<file path="src/hall_pkg.sv">
// constants for the hall conversion sequencer, limit checker and fault flags
package hall_pkg;
  // register offsets
  localparam logic [7:0] ADDR_CONV_CTRL    = 8'h00;
  localparam logic [7:0] ADDR_AXIS_CTRL    = 8'h01;
  localparam logic [7:0] ADDR_LIMIT_THR    = 8'h02;
  localparam logic [7:0] ADDR_TEMP_MSB     = 8'h10;
  localparam logic [7:0] ADDR_TEMP_LSB     = 8'h11;
  localparam logic [7:0] ADDR_X_MSB        = 8'h12;
  localparam logic [7:0] ADDR_X_LSB        = 8'h13;
  localparam logic [7:0] ADDR_Y_MSB        = 8'h14;
  localparam logic [7:0] ADDR_Y_LSB        = 8'h15;
  localparam logic [7:0] ADDR_Z_MSB        = 8'h16;
  localparam logic [7:0] ADDR_Z_LSB        = 8'h17;
  localparam logic [7:0] ADDR_CONV_STATUS  = 8'h18;
  localparam logic [7:0] ADDR_FAULT_STATUS = 8'h1C;

  // conv_ctrl fields
  localparam int MODE_LSB  = 0;
  localparam int AVG_LSB   = 2;
  localparam int DRIFT_LSB = 5;
  localparam int TRIG_BIT  = 7;
  // axis_ctrl fields
  localparam int SEQ_LSB  = 0;
  localparam int DIR_BIT  = 4;
  localparam int BAND_LSB = 5;
  // conv_status fields
  localparam int RDY_BIT   = 0;
  localparam int DIAG_BIT  = 1;
  localparam int POR_BIT   = 4;
  localparam int COUNT_LSB = 5;
  // fault_flag_status fields
  localparam int FLT_SUPPLY   = 0;
  localparam int FLT_OTP      = 1;
  localparam int FLT_ALERT    = 2;
  localparam int FLT_CLOCK    = 3;
  localparam int FLT_READBACK = 4;

  localparam logic [7:0] CTRL_RESET = 8'h00;
  localparam logic [7:0] AXIS_RESET = 8'h00;
  localparam logic [7:0] THR_RESET  = 8'h7F;

  localparam logic [1:0] MODE_TRIGGERED  = 2'h0;
  localparam logic [1:0] MODE_CONTINUOUS = 2'h2;
  localparam logic [3:0] SEQ_XZX         = 4'hB;
  localparam logic [1:0] CH_TEMP = 2'h0;
  localparam logic [1:0] CH_X    = 2'h1;
  localparam logic [1:0] CH_Y    = 2'h2;
  localparam logic [1:0] CH_Z    = 2'h3;
  localparam logic [2:0] AVG_MAX = 3'h5;          // 32 samples
  localparam logic [2:0] BAND_MIN_CODE = 3'h2;
  localparam logic [15:0] BAND_BASE = 16'h0080;    // 0.156 mT at 16-bit code, smallest range

  // thermal correction
  localparam logic [15:0] TEMP_REF    = 16'h4000;
  localparam logic [7:0]  SENSOR_COEF = 8'h04;
  localparam logic [7:0]  COEF_SEL1   = 8'h0C;
  localparam logic [7:0]  COEF_SEL2   = 8'h10;
  localparam logic [7:0]  COEF_SEL3   = 8'h14;
  localparam int GAIN_SHIFT = 8;
  localparam int ADJ_SHIFT  = 15;

  // timing
  localparam int CLK_PERIOD_NS   = 50;
  localparam int SPIN_TIME_NS    = 20000;
  localparam int ADC_TIME_NS     = 15000;
  localparam int ALERT_PULSE_NS  = 10000;
  localparam int ALERT_SETTLE_NS = 1000;
  localparam logic [8:0] SPIN_CYC   = 9'((SPIN_TIME_NS + CLK_PERIOD_NS - 1) / CLK_PERIOD_NS);
  localparam logic [8:0] ADC_CYC    = 9'((ADC_TIME_NS + CLK_PERIOD_NS - 1) / CLK_PERIOD_NS);
  localparam logic [8:0] PULSE_CYC  = 9'((ALERT_PULSE_NS + CLK_PERIOD_NS - 1) / CLK_PERIOD_NS);
  localparam logic [8:0] SETTLE_CYC = 9'((ALERT_SETTLE_NS + CLK_PERIOD_NS - 1) / CLK_PERIOD_NS);
endpackage

</file>
<file path="src/hall_conversion_and_fault_flags.sv">
// conversion sequencer, limit alerting and latched fault flags of a 3-axis hall sensor
`timescale 1ns/1ns
`default_nettype none
module hall_conversion_and_fault_flags
  import hall_pkg::*;
(
  input  wire logic        core_clk,
  input  wire logic        rst_n,
  input  wire logic        reg_wr_en,
  input  wire logic        reg_rd_en,
  input  wire logic [7:0]  reg_addr,
  input  wire logic [7:0]  reg_wdata,
  output logic      [7:0]  reg_rdata,
  input  wire logic        alert_in,
  output logic             alert_out,
  output logic             alert_oe_n,
  input  wire logic [15:0] adc_code,
  output logic             spin_active,
  output logic      [1:0]  spin_axis,
  output logic             adc_active,
  output logic      [1:0]  adc_axis,
  input  wire logic        supply_low_event,
  input  wire logic        otp_crc_mismatch,
  input  wire logic        clock_fault
);

  // channel list: four {valid, channel} entries, temperature always first
  function automatic logic [11:0] build_list(input logic [3:0] sel);
    logic [11:0] l;
    int n;
    l = 12'h000;
    n = 1;
    l[2:0] = {1'b1, CH_TEMP};
    if (sel == SEQ_XZX) begin
      l = {1'b1, CH_X, 1'b1, CH_Z, 1'b1, CH_X, 1'b1, CH_TEMP};
    end else begin
      for (int i = 0; i < 3; i++) begin
        if (sel[i]) begin
          l[n*3 +: 3] = {1'b1, 2'(i + 1)};
          n++;
        end
      end
    end
    return l;
  endfunction

  function automatic logic has_chan(input logic [11:0] l, input logic [1:0] ch);
    logic hit;
    hit = 1'b0;
    for (int i = 1; i < 4; i++) begin
      if (l[i*3+2] && (l[i*3 +: 2] == ch)) hit = 1'b1;
    end
    return hit;
  endfunction

  // drift gain from temperature delta, applied multiplicatively to the raw code
  function automatic logic [15:0] thermal_fix(input logic [15:0] raw, input logic [15:0] temp,
                                              input logic [7:0] coef);
    logic signed [16:0] delta;
    logic signed [25:0] prod;
    logic signed [15:0] gain;
    logic signed [31:0] adj;
    delta = $signed({1'b0, temp}) - $signed({1'b0, TEMP_REF});
    prod  = delta * $signed({1'b0, coef});
    gain  = prod[GAIN_SHIFT +: 16];
    adj   = $signed(raw) * gain;
    return 16'($signed(raw) + $signed(adj[ADJ_SHIFT +: 16]));
  endfunction

  // four crossing conditions; band codes below the minimum mean a single threshold
  function automatic logic limit_hit(input logic [15:0] v, input logic [15:0] upper,
                                     input logic [15:0] lower, input logic band,
                                     input logic dir);
    logic above;
    logic below;
    above = $signed(v) > $signed(upper);
    below = $signed(v) < $signed(lower);
    if (!band) return dir ? ($signed(v) < $signed(upper)) : above;
    return dir ? (!above && !below) : (above || below);
  endfunction

  logic [7:0]  ctrl_q, axis_q, thr_q, rdata_q;
  logic [3:0]  sync1_q, sync2_q;
  logic        alert_prev_q;
  logic        seq_q, check_q, ready_q, por_q, x_seen_q;
  logic [11:0] list_q;
  logic [2:0]  avg_n_q, set_count_q;
  logic [7:0]  coef_q;
  logic        s1_busy_q, s2_busy_q, s2_first_q, s2_last_q, s2_final_q;
  logic [8:0]  s1_cnt_q, s2_cnt_q, alert_cnt_q, settle_q;
  logic [1:0]  s1_idx_q, s1_chan_q, s2_chan_q;
  logic [4:0]  s1_rep_q;
  logic [20:0] acc_q;
  logic [15:0] temp_q, x_q, y_q, z_q;
  logic [4:0]  fault_q;

  // first stage flops feed only the second stage
  always_ff @(posedge core_clk or negedge rst_n) begin
    if (!rst_n) begin
      sync1_q <= 4'h1; // alert pin idles high; a low reset value would fake a falling edge
      sync2_q <= 4'h1;
      alert_prev_q <= 1'b1;
    end else begin
      sync1_q <= {clock_fault, otp_crc_mismatch, supply_low_event, alert_in};
      sync2_q <= sync1_q;
      alert_prev_q <= sync2_q[0];
    end
  end

  wire alert_s   = sync2_q[0];
  wire wr_ctrl   = reg_wr_en && (reg_addr == ADDR_CONV_CTRL);
  wire wr_status = reg_wr_en && (reg_addr == ADDR_CONV_STATUS);
  wire wr_fault  = reg_wr_en && (reg_addr == ADDR_FAULT_STATUS);
  wire [1:0] mode = ctrl_q[MODE_LSB +: 2];
  wire [2:0] avg_sel = ctrl_q[AVG_LSB +: 3];
  wire [1:0] drift_sel = ctrl_q[DRIFT_LSB +: 2];
  wire driving = (alert_cnt_q != 9'h000);

  // triggers: command bit or falling edge on the alert pin while we do not drive it
  wire pin_trig = !driving && alert_prev_q && !alert_s;
  wire cmd_trig = wr_ctrl && reg_wdata[TRIG_BIT];
  wire seq_start = !seq_q && ((mode == MODE_CONTINUOUS) ||
                              ((mode == MODE_TRIGGERED) && (cmd_trig || pin_trig)));

  // per-sequence settings are frozen at the start so register writes cannot tear a sequence
  wire [2:0] avg_n = (avg_sel > AVG_MAX) ? AVG_MAX : avg_sel;
  wire [7:0] mag_coef = (drift_sel == 2'h0) ? 8'h00 :
                        (drift_sel == 2'h1) ? COEF_SEL1 :
                        (drift_sel == 2'h2) ? COEF_SEL2 : COEF_SEL3;
  wire [4:0] rep_max = 5'((6'h01 << avg_n_q) - 6'h01);

  // spin stage item bookkeeping
  wire       s1_is_temp  = (s1_chan_q == CH_TEMP);
  wire       s1_last_rep = s1_is_temp || (s1_rep_q == rep_max);
  wire       next_valid  = (s1_idx_q != 2'h3) && list_q[3*(int'(s1_idx_q) + 1) + 2];
  wire [2:0] nxt_ent     = next_valid ? list_q[3*(int'(s1_idx_q) + 1) +: 3] : {1'b0, CH_TEMP};
  wire       s1_final    = s1_last_rep && !next_valid;
  wire       handoff     = s1_busy_q && (s1_cnt_q == 9'h000) && !s2_busy_q;
  wire       s2_done     = s2_busy_q && (s2_cnt_q == 9'h000);

  // sequence control and the spin/integrate stage
  always_ff @(posedge core_clk or negedge rst_n) begin
    if (!rst_n) begin
      seq_q <= 1'b0;
      list_q <= 12'h000;
      avg_n_q <= 3'h0;
      coef_q <= 8'h00;
      s1_busy_q <= 1'b0;
      s1_cnt_q <= 9'h000;
      s1_idx_q <= 2'h0;
      s1_rep_q <= 5'h00;
      s1_chan_q <= CH_TEMP;
    end else if (seq_start) begin
      seq_q <= 1'b1;
      list_q <= build_list(axis_q[SEQ_LSB +: 4]);
      avg_n_q <= avg_n;
      coef_q <= 8'(SENSOR_COEF + mag_coef);
      s1_busy_q <= 1'b1;
      s1_cnt_q <= 9'(SPIN_CYC - 9'h001);
      s1_idx_q <= 2'h0;
      s1_rep_q <= 5'h00;
      s1_chan_q <= CH_TEMP;
    end else begin
      if (check_q) seq_q <= 1'b0;
      if (handoff) begin
        s1_busy_q <= !s1_final;
        s1_cnt_q <= 9'(SPIN_CYC - 9'h001);
        if (s1_last_rep) begin
          s1_idx_q <= 2'(s1_idx_q + 2'h1);
          s1_rep_q <= 5'h00;
          s1_chan_q <= nxt_ent[1:0];
        end else begin
          s1_rep_q <= 5'(s1_rep_q + 5'h01);
        end
      end else if (s1_busy_q && (s1_cnt_q != 9'h000)) begin
        s1_cnt_q <= 9'(s1_cnt_q - 9'h001);
      end
    end
  end

  // adc stage takes over the item the spin stage just finished
  always_ff @(posedge core_clk or negedge rst_n) begin
    if (!rst_n) begin
      s2_busy_q <= 1'b0;
      s2_cnt_q <= 9'h000;
      s2_chan_q <= CH_TEMP;
      s2_first_q <= 1'b0;
      s2_last_q <= 1'b0;
      s2_final_q <= 1'b0;
    end else if (handoff) begin
      s2_busy_q <= 1'b1;
      s2_cnt_q <= 9'(ADC_CYC - 9'h001);
      s2_chan_q <= s1_chan_q;
      s2_first_q <= (s1_rep_q == 5'h00);
      s2_last_q <= s1_last_rep;
      s2_final_q <= s1_final;
    end else if (s2_done) begin
      s2_busy_q <= 1'b0;
    end else if (s2_busy_q) begin
      s2_cnt_q <= 9'(s2_cnt_q - 9'h001);
    end
  end

  // averaging and correction of the finished sample
  wire [20:0] sample_x  = {{5{adc_code[15]}}, adc_code};
  wire [20:0] acc_sum   = s2_first_q ? sample_x : 21'(acc_q + sample_x);
  wire [20:0] acc_shift = 21'($signed(acc_sum) >>> avg_n_q);
  wire [15:0] corrected = thermal_fix(acc_shift[15:0], temp_q, coef_q);
  wire [16:0] x_pair    = 17'($signed({x_q[15], x_q}) + $signed({corrected[15], corrected}));

  // result registers
  always_ff @(posedge core_clk or negedge rst_n) begin
    if (!rst_n) begin
      acc_q <= 21'h000000;
      temp_q <= 16'h0000;
      x_q <= 16'h0000;
      y_q <= 16'h0000;
      z_q <= 16'h0000;
      x_seen_q <= 1'b0;
    end else if (seq_start) begin
      x_seen_q <= 1'b0;
    end else if (s2_done) begin
      acc_q <= acc_sum;
      if (s2_chan_q == CH_TEMP) begin
        temp_q <= adc_code;
      end else if (s2_last_q) begin
        case (s2_chan_q)
          CH_X: begin
            x_q <= x_seen_q ? x_pair[16:1] : corrected;
            x_seen_q <= 1'b1;
          end
          CH_Y: y_q <= corrected;
          default: z_q <= corrected;
        endcase
      end
    end
  end

  // limit check one cycle after the last result lands, on every enabled axis
  wire        band_on = (axis_q[BAND_LSB +: 3] >= BAND_MIN_CODE);
  wire [15:0] band_w  = 16'(BAND_BASE << 3'(axis_q[BAND_LSB +: 3] - BAND_MIN_CODE));
  wire [15:0] upper   = {thr_q, 8'h00};
  wire [15:0] lower   = band_on ? 16'(upper - band_w) : upper;
  wire        dir     = axis_q[DIR_BIT];
  wire        hit = (has_chan(list_q, CH_X) && limit_hit(x_q, upper, lower, band_on, dir)) ||
                    (has_chan(list_q, CH_Y) && limit_hit(y_q, upper, lower, band_on, dir)) ||
                    (has_chan(list_q, CH_Z) && limit_hit(z_q, upper, lower, band_on, dir));

  // alert pulse per conversion while in region; readback watched for pin faults
  always_ff @(posedge core_clk or negedge rst_n) begin
    if (!rst_n) begin
      check_q <= 1'b0;
      alert_cnt_q <= 9'h000;
      settle_q <= 9'h000;
    end else begin
      check_q <= s2_done && s2_final_q;
      if (check_q && hit) alert_cnt_q <= PULSE_CYC;
      else if (driving) alert_cnt_q <= 9'(alert_cnt_q - 9'h001);
      if (!driving) settle_q <= 9'h000;
      else if (settle_q != SETTLE_CYC) settle_q <= 9'(settle_q + 9'h001);
    end
  end

  wire       pin_fault = driving && (settle_q == SETTLE_CYC) && alert_s;
  wire [4:0] events = {1'b0, sync2_q[3], pin_fault, sync2_q[2], sync2_q[1]};
  wire [4:0] w1c = wr_fault ? reg_wdata[4:0] : 5'h00;

  // host registers; a set arriving with its clear wins, the host must acknowledge with ones
  always_ff @(posedge core_clk or negedge rst_n) begin
    if (!rst_n) begin
      ctrl_q <= CTRL_RESET;
      axis_q <= AXIS_RESET;
      thr_q <= THR_RESET;
      fault_q <= 5'h10; // readback starts at the pulled-up pin level
      por_q <= 1'b1;
      ready_q <= 1'b0;
      set_count_q <= 3'h0;
    end else begin
      if (wr_ctrl) ctrl_q <= {1'b0, reg_wdata[6:0]}; // trigger bit never stored
      if (reg_wr_en && (reg_addr == ADDR_AXIS_CTRL)) axis_q <= reg_wdata;
      if (reg_wr_en && (reg_addr == ADDR_LIMIT_THR)) thr_q <= reg_wdata;
      fault_q[FLT_SUPPLY] <= (fault_q[FLT_SUPPLY] && !w1c[FLT_SUPPLY]) || events[FLT_SUPPLY];
      fault_q[FLT_OTP] <= (fault_q[FLT_OTP] && !w1c[FLT_OTP]) || events[FLT_OTP];
      fault_q[FLT_ALERT] <= (fault_q[FLT_ALERT] && !w1c[FLT_ALERT]) || events[FLT_ALERT];
      fault_q[FLT_CLOCK] <= (fault_q[FLT_CLOCK] && !w1c[FLT_CLOCK]) || events[FLT_CLOCK];
      fault_q[FLT_READBACK] <= alert_s;
      if (wr_status && reg_wdata[POR_BIT]) por_q <= 1'b0;
      if (check_q) begin
        ready_q <= 1'b1;
        set_count_q <= 3'(set_count_q + 3'h1);
      end else if (seq_start) begin
        ready_q <= 1'b0;
      end
    end
  end

  wire       diag = |fault_q[FLT_CLOCK:FLT_SUPPLY];
  wire [7:0] conv_status = {set_count_q, por_q, 2'h0, diag, ready_q};
  // read decode; unmapped offsets read as zero
  wire [7:0] rd_mux =
    (reg_addr == ADDR_CONV_CTRL)    ? ctrl_q :
    (reg_addr == ADDR_AXIS_CTRL)    ? axis_q :
    (reg_addr == ADDR_LIMIT_THR)    ? thr_q :
    (reg_addr == ADDR_TEMP_MSB)     ? temp_q[15:8] :
    (reg_addr == ADDR_TEMP_LSB)     ? temp_q[7:0] :
    (reg_addr == ADDR_X_MSB)        ? x_q[15:8] :
    (reg_addr == ADDR_X_LSB)        ? x_q[7:0] :
    (reg_addr == ADDR_Y_MSB)        ? y_q[15:8] :
    (reg_addr == ADDR_Y_LSB)        ? y_q[7:0] :
    (reg_addr == ADDR_Z_MSB)        ? z_q[15:8] :
    (reg_addr == ADDR_Z_LSB)        ? z_q[7:0] :
    (reg_addr == ADDR_CONV_STATUS)  ? conv_status :
    (reg_addr == ADDR_FAULT_STATUS) ? {3'h0, fault_q} : 8'h00;

  always_ff @(posedge core_clk or negedge rst_n) begin
    if (!rst_n) rdata_q <= 8'h00;
    else if (reg_rd_en) rdata_q <= rd_mux;
  end

  assign reg_rdata   = rdata_q;
  assign alert_out   = 1'b0;       // open drain: only ever pulls low
  assign alert_oe_n  = !driving;
  assign spin_active = s1_busy_q;
  assign spin_axis   = s1_chan_q;
  assign adc_active  = s2_busy_q;
  assign adc_axis    = s2_chan_q;
endmodule
`default_nettype wire

</file>
<file path="config.mk">
export PLATFORM = sky130hd
export DESIGN_NAME = hall_conversion_and_fault_flags
export DESIGN_NICKNAME = d
export VERILOG_FILES = /design/src/hall_pkg.sv /design/src/hall_conversion_and_fault_flags.sv
export SDC_FILE = /design/constraint.sdc
export NUM_CORES = 1
export LEC_CHECK = 0
export BUFFER_PORTS_ARGS = -buffer_cell sky130_fd_sc_hd__buf_2
export CAP_MARGIN = 5
export CORE_MARGIN = 1.5
export CORE_UTILIZATION = 55
export DETAILED_ROUTE_END_ITERATION = 16
export PLACE_DENSITY = 0.69
export SYNTH_ARGS = -nofsm -noshare
export SYNTH_HDL_FRONTEND = slang
export SYNTH_SLANG_ARGS = --single-unit
</file>
<file path="constraint.sdc">
create_clock -name core_clk -period 14.2 [get_ports core_clk]
set_input_delay 2.13 -clock core_clk [delete_from_list [all_inputs] [get_ports core_clk]]
set_output_delay 2.13 -clock core_clk [all_outputs]
set_load 0.05 [all_outputs]
</file>
==> run_results.csv <==
group,metric,value,unit
power,ir_worst_vdd,0.0008584,V
clock_tree,htreeDepth,1,
clock_tree,cts_num_sinks,204,
logic_synthesis,ys_top_cells_by_area,"fa_1, dfrtp_1, ha_1",
clock_tree,clk_pin_slew,0.06,ns
routing,wirelength,72.17,mm
timing,finalSetupViolCount,0,
clock_tree,cts_buffers,22,
timing,fin_hold_ws,0.3493,ns
outcome,status,"completed",
final_layout,final_nets,3672,
floorplanning,io_pins,56,
logic_synthesis,synth_enable_flop_cells,0,
final_layout,area_growth,8.300,%
hold_path,hold_class,"flip-flop to flip-flop",
timing,finalHoldViolCount,0,
logic_synthesis,yosysWarnings,0,
logic_synthesis,synth_cell_types,92,
routing,ant_nets,0,
routing,viasPerCell,5.867,
routing,drtIter0Drc,1562,
clock_tree,clockRootBuffer,"clkbuf_16",
final_layout,antennaDiodeCount,0,
final_layout,drive_gt1_share,9.861,%
floorplanning,rows,80,
logic_synthesis,yosysSeqAreaShare,19.26,%
final_layout,final_util,60.29,%
logic_synthesis,synth-seq-cells,204,
clock_tree,cts_tree,"yes",
logic_synthesis,synth_ff_type,"dfrtp_1",
grt,grt_first_pass_wirelength,119.1,mm
place,port_buffers,54,
grt,grt-ovfl-total,0,
timing,min_period,13.45,ns
timing,min_period_over_period,94.72,%
logic_synthesis,netlist_instances,3004,
timing,finalClockSkew,0.02939,ns
final_layout,fill_cells,4084,
power,p_per_area,265.2,mW/mm²
floorplanning,fp.dieH,222.8,µm
grt,antenna_found_initial,1,
clock_tree,insertion_delay,0.54,ns
grt,grt_pass1_vias,22410,
power,leakagePower,0.01456,µW
run,maxCapViolations,0,
final_layout,regArea,0.005122,mm²
logic_synthesis,async_reset_ff_share,100.0,%
grt,grt_use_total,30.10,%
routing,drc,0,
place,gp_routability_congestion,0.9677,
routing,first_pass_iters,7,
timing,slew_headroom,22.38,%
routing,vias,21760,
critical_path,critPathBufInv,12,
floorplanning,start_util,55.67,%
routing,wl_per_cell,19.46,µm
logic_synthesis,synth_area_per_cell,8.848,µm²
power,p_total,7634,µW
floorplanning,die-area,0.04965,mm²
logic_synthesis,synthesis.nets,3599,
grt,grt_max_degree,82,
timing,fin_ws,0.7503,ns
timing,tightest_slew,1.161,ns
critical_path,crit_slowest_cell,"fa_1",
critical_path,critPathKind,"input port to flip-flop",
logic_synthesis,yosysTopAreaCell,"fa_1",
logic_synthesis,netlist_area,0.02658,mm²
timing,maxSlewViolCount,0,
place,place_ws,-0.2198,ns
final_layout,multi_input_area,0.01939,mm²
clock_tree,cts.path.max_buffers,3,
timing,fmax,74.35,MHz
floorplanning,core-area,0.04775,mm²
place,hpwl,58.31,mm
critical_path,worstSetupStartpointType,"input port",
critical_path,max_stage_delay,0.57,ns
floorplanning,die_w,222.8,µm
critical_path,path_delay_family,"compound AO/OA/AOI/OAI gates",
critical_path,required,14.64,ns
logic_synthesis,synth.top_cell.area_share,22.07,%
critical_path,cp_data_arrival_time,13.89,ns
critical_path,cp-end-kind,"flip-flop",
critical_path,crit_fanout,12,
-- flip-flops by register name, summed over array words and instances, names as in the netlist, 3 cells and up --
| name | count |
|---|---|
| temp_q | 16 |
| axis_q | 8 |
| set_count_q | 3 |
| reg_rdata | 8 |
| alert_cnt_q | 9 |
| y_q | 16 |
| settle_q | 9 |
| z_q | 16 |
| avg_n_q | 3 |
| fault_q | 4 |
| s2_cnt_q | 9 |
| x_q | 16 |
| sync1_q | 4 |
| coef_q | 4 |
| s1_rep_q | 5 |
| acc_q | 21 |
| ctrl_q | 7 |
| thr_q | 8 |
| list_q | 8 |
| s1_cnt_q | 9 |
| sync2_q | 4 |
-- timing repair --
item                                    in CTS  in global routing
setup buffers                                0                  9
resized for setup                            0                 23
hold buffers                                 0                  0
endpoints found under the setup margin       0                  6
-- kinds of logic (layout without fill, tap and decap cells) --
group           count (synthesis)  in the layout  synth area share [%]
mux                           108            108                 5.065
simple gates                  942            942                 16.69
other cells                     1              1               0.01411
buf+inv                       566            655                 8.097
flops                         204            204                 19.26
xor+xnor                      120            120                 3.954
fa+ha+maj                     555            555                 34.40
compound gates                508            508                 12.52
-- final timing paths --
check	start	slack, ns	to	depth (start not counted)
setup / recovery	adc_code[2]	0.75	x_q[15]	51
hold / removal	sync1_q[2]	0.35	sync2_q[2]	0
setup reg to reg	coef_q[5]	0.87	x_q[15]	50
hold reg to reg	sync1_q[2]	0.35	sync2_q[2]	0
max in group asynchronous	rst_n	10.36	acc_q[8]	3
min in group asynchronous	rst_n	1.58	alert_cnt_q[3]	1
-- layout make-up --
| class | count | area share, % |
|---|---|---|
| tap | 615 | 2.673 |
| timing repair buffer | 139 | 3.225 |
| clock buffer | 31 | 2.169 |
| sequential | 204 | 17.80 |
| multi-input combinational | 2234 | 67.36 |
| clock inverter | 9 | 0.5651 |
| inverter | 476 | 6.207 |
-- worst register-to-register path, delay by kind of cell, from the launching register on --
| kind | cells | cell delay, ns |
|---|---|---|
| compound gates | 22 | 4.35 |
| xor+xnor | 1 | 0.23 |
| fa+ha+maj | 15 | 6.33 |
| simple gates | 6 | 1.30 |
| buf+inv | 6 | 0.57 |
| flops | 1 | 0.48 |
-- layout by cell type, fill, tap and decap left out, types with 17 or more instances in the layout --
master,count
mux2_2,52
o21a_1,51
nand3_1,59
nand2_1,346
nand4_1,20
buf_4,83
xor2_1,48
buf_2,53
clkbuf_16,22
o21ai_0,138
fa_1,292
a21o_1,24
mux2i_1,40
a21oi_1,114
dfrtp_1,190
inv_1,467
nor2b_1,34
nand2b_1,26
nor3_1,38
nor2_1,221
and2_1,95
ha_1,262
a31oi_1,17
or3_1,19
xnor2_1,71
-- where the power goes --
group | internal (µW) | total [µW] | switching (µW)
registers | 589 | 597 | 8.69
logic | 2780 | 6400 | 3630
clock network | 381 | 633 | 252
total | 3750 | 7630 | 3890
-- metrics by stage --
step | instance area [µm²] | setup TNS [ns] | std cells
floorplan | 26580 | 0 | 3004
global placement | 27830 | 0 | 3658
detailed placement | 27830 | -0.3455 | 3658
global route | 28780 | -0.003176 | 3708
finish | 28780 | 0 | 3708
CTS | 28620 | 0 | 3698
-- metal layers --
metal / vias to the layer above / share of wire (%) / GRT usage [%]
met5: - / 0.019 / 0
met4: 2 / 3.1 / 8.975
met3: 140 / 6.5 / 3.716
met2: 734 / 48 / 50.56
met1: 10820 / 42 / 40.83
li1: 10060 / - / -
-- synth_stat cells (48+ instances only) --
master    number
ha_1         262
inv_1        467
o21ai_0      140
dfrtp_1      193
xor2_1        48
clkbuf_1      65
and2_1        95
nor2_1       221
fa_1         293
o21a_1        51
xnor2_1       72
mux2_2        52
nand2_1      346
nand3_1       59
a21oi_1      119
Power figures use the tool's default switching activity.
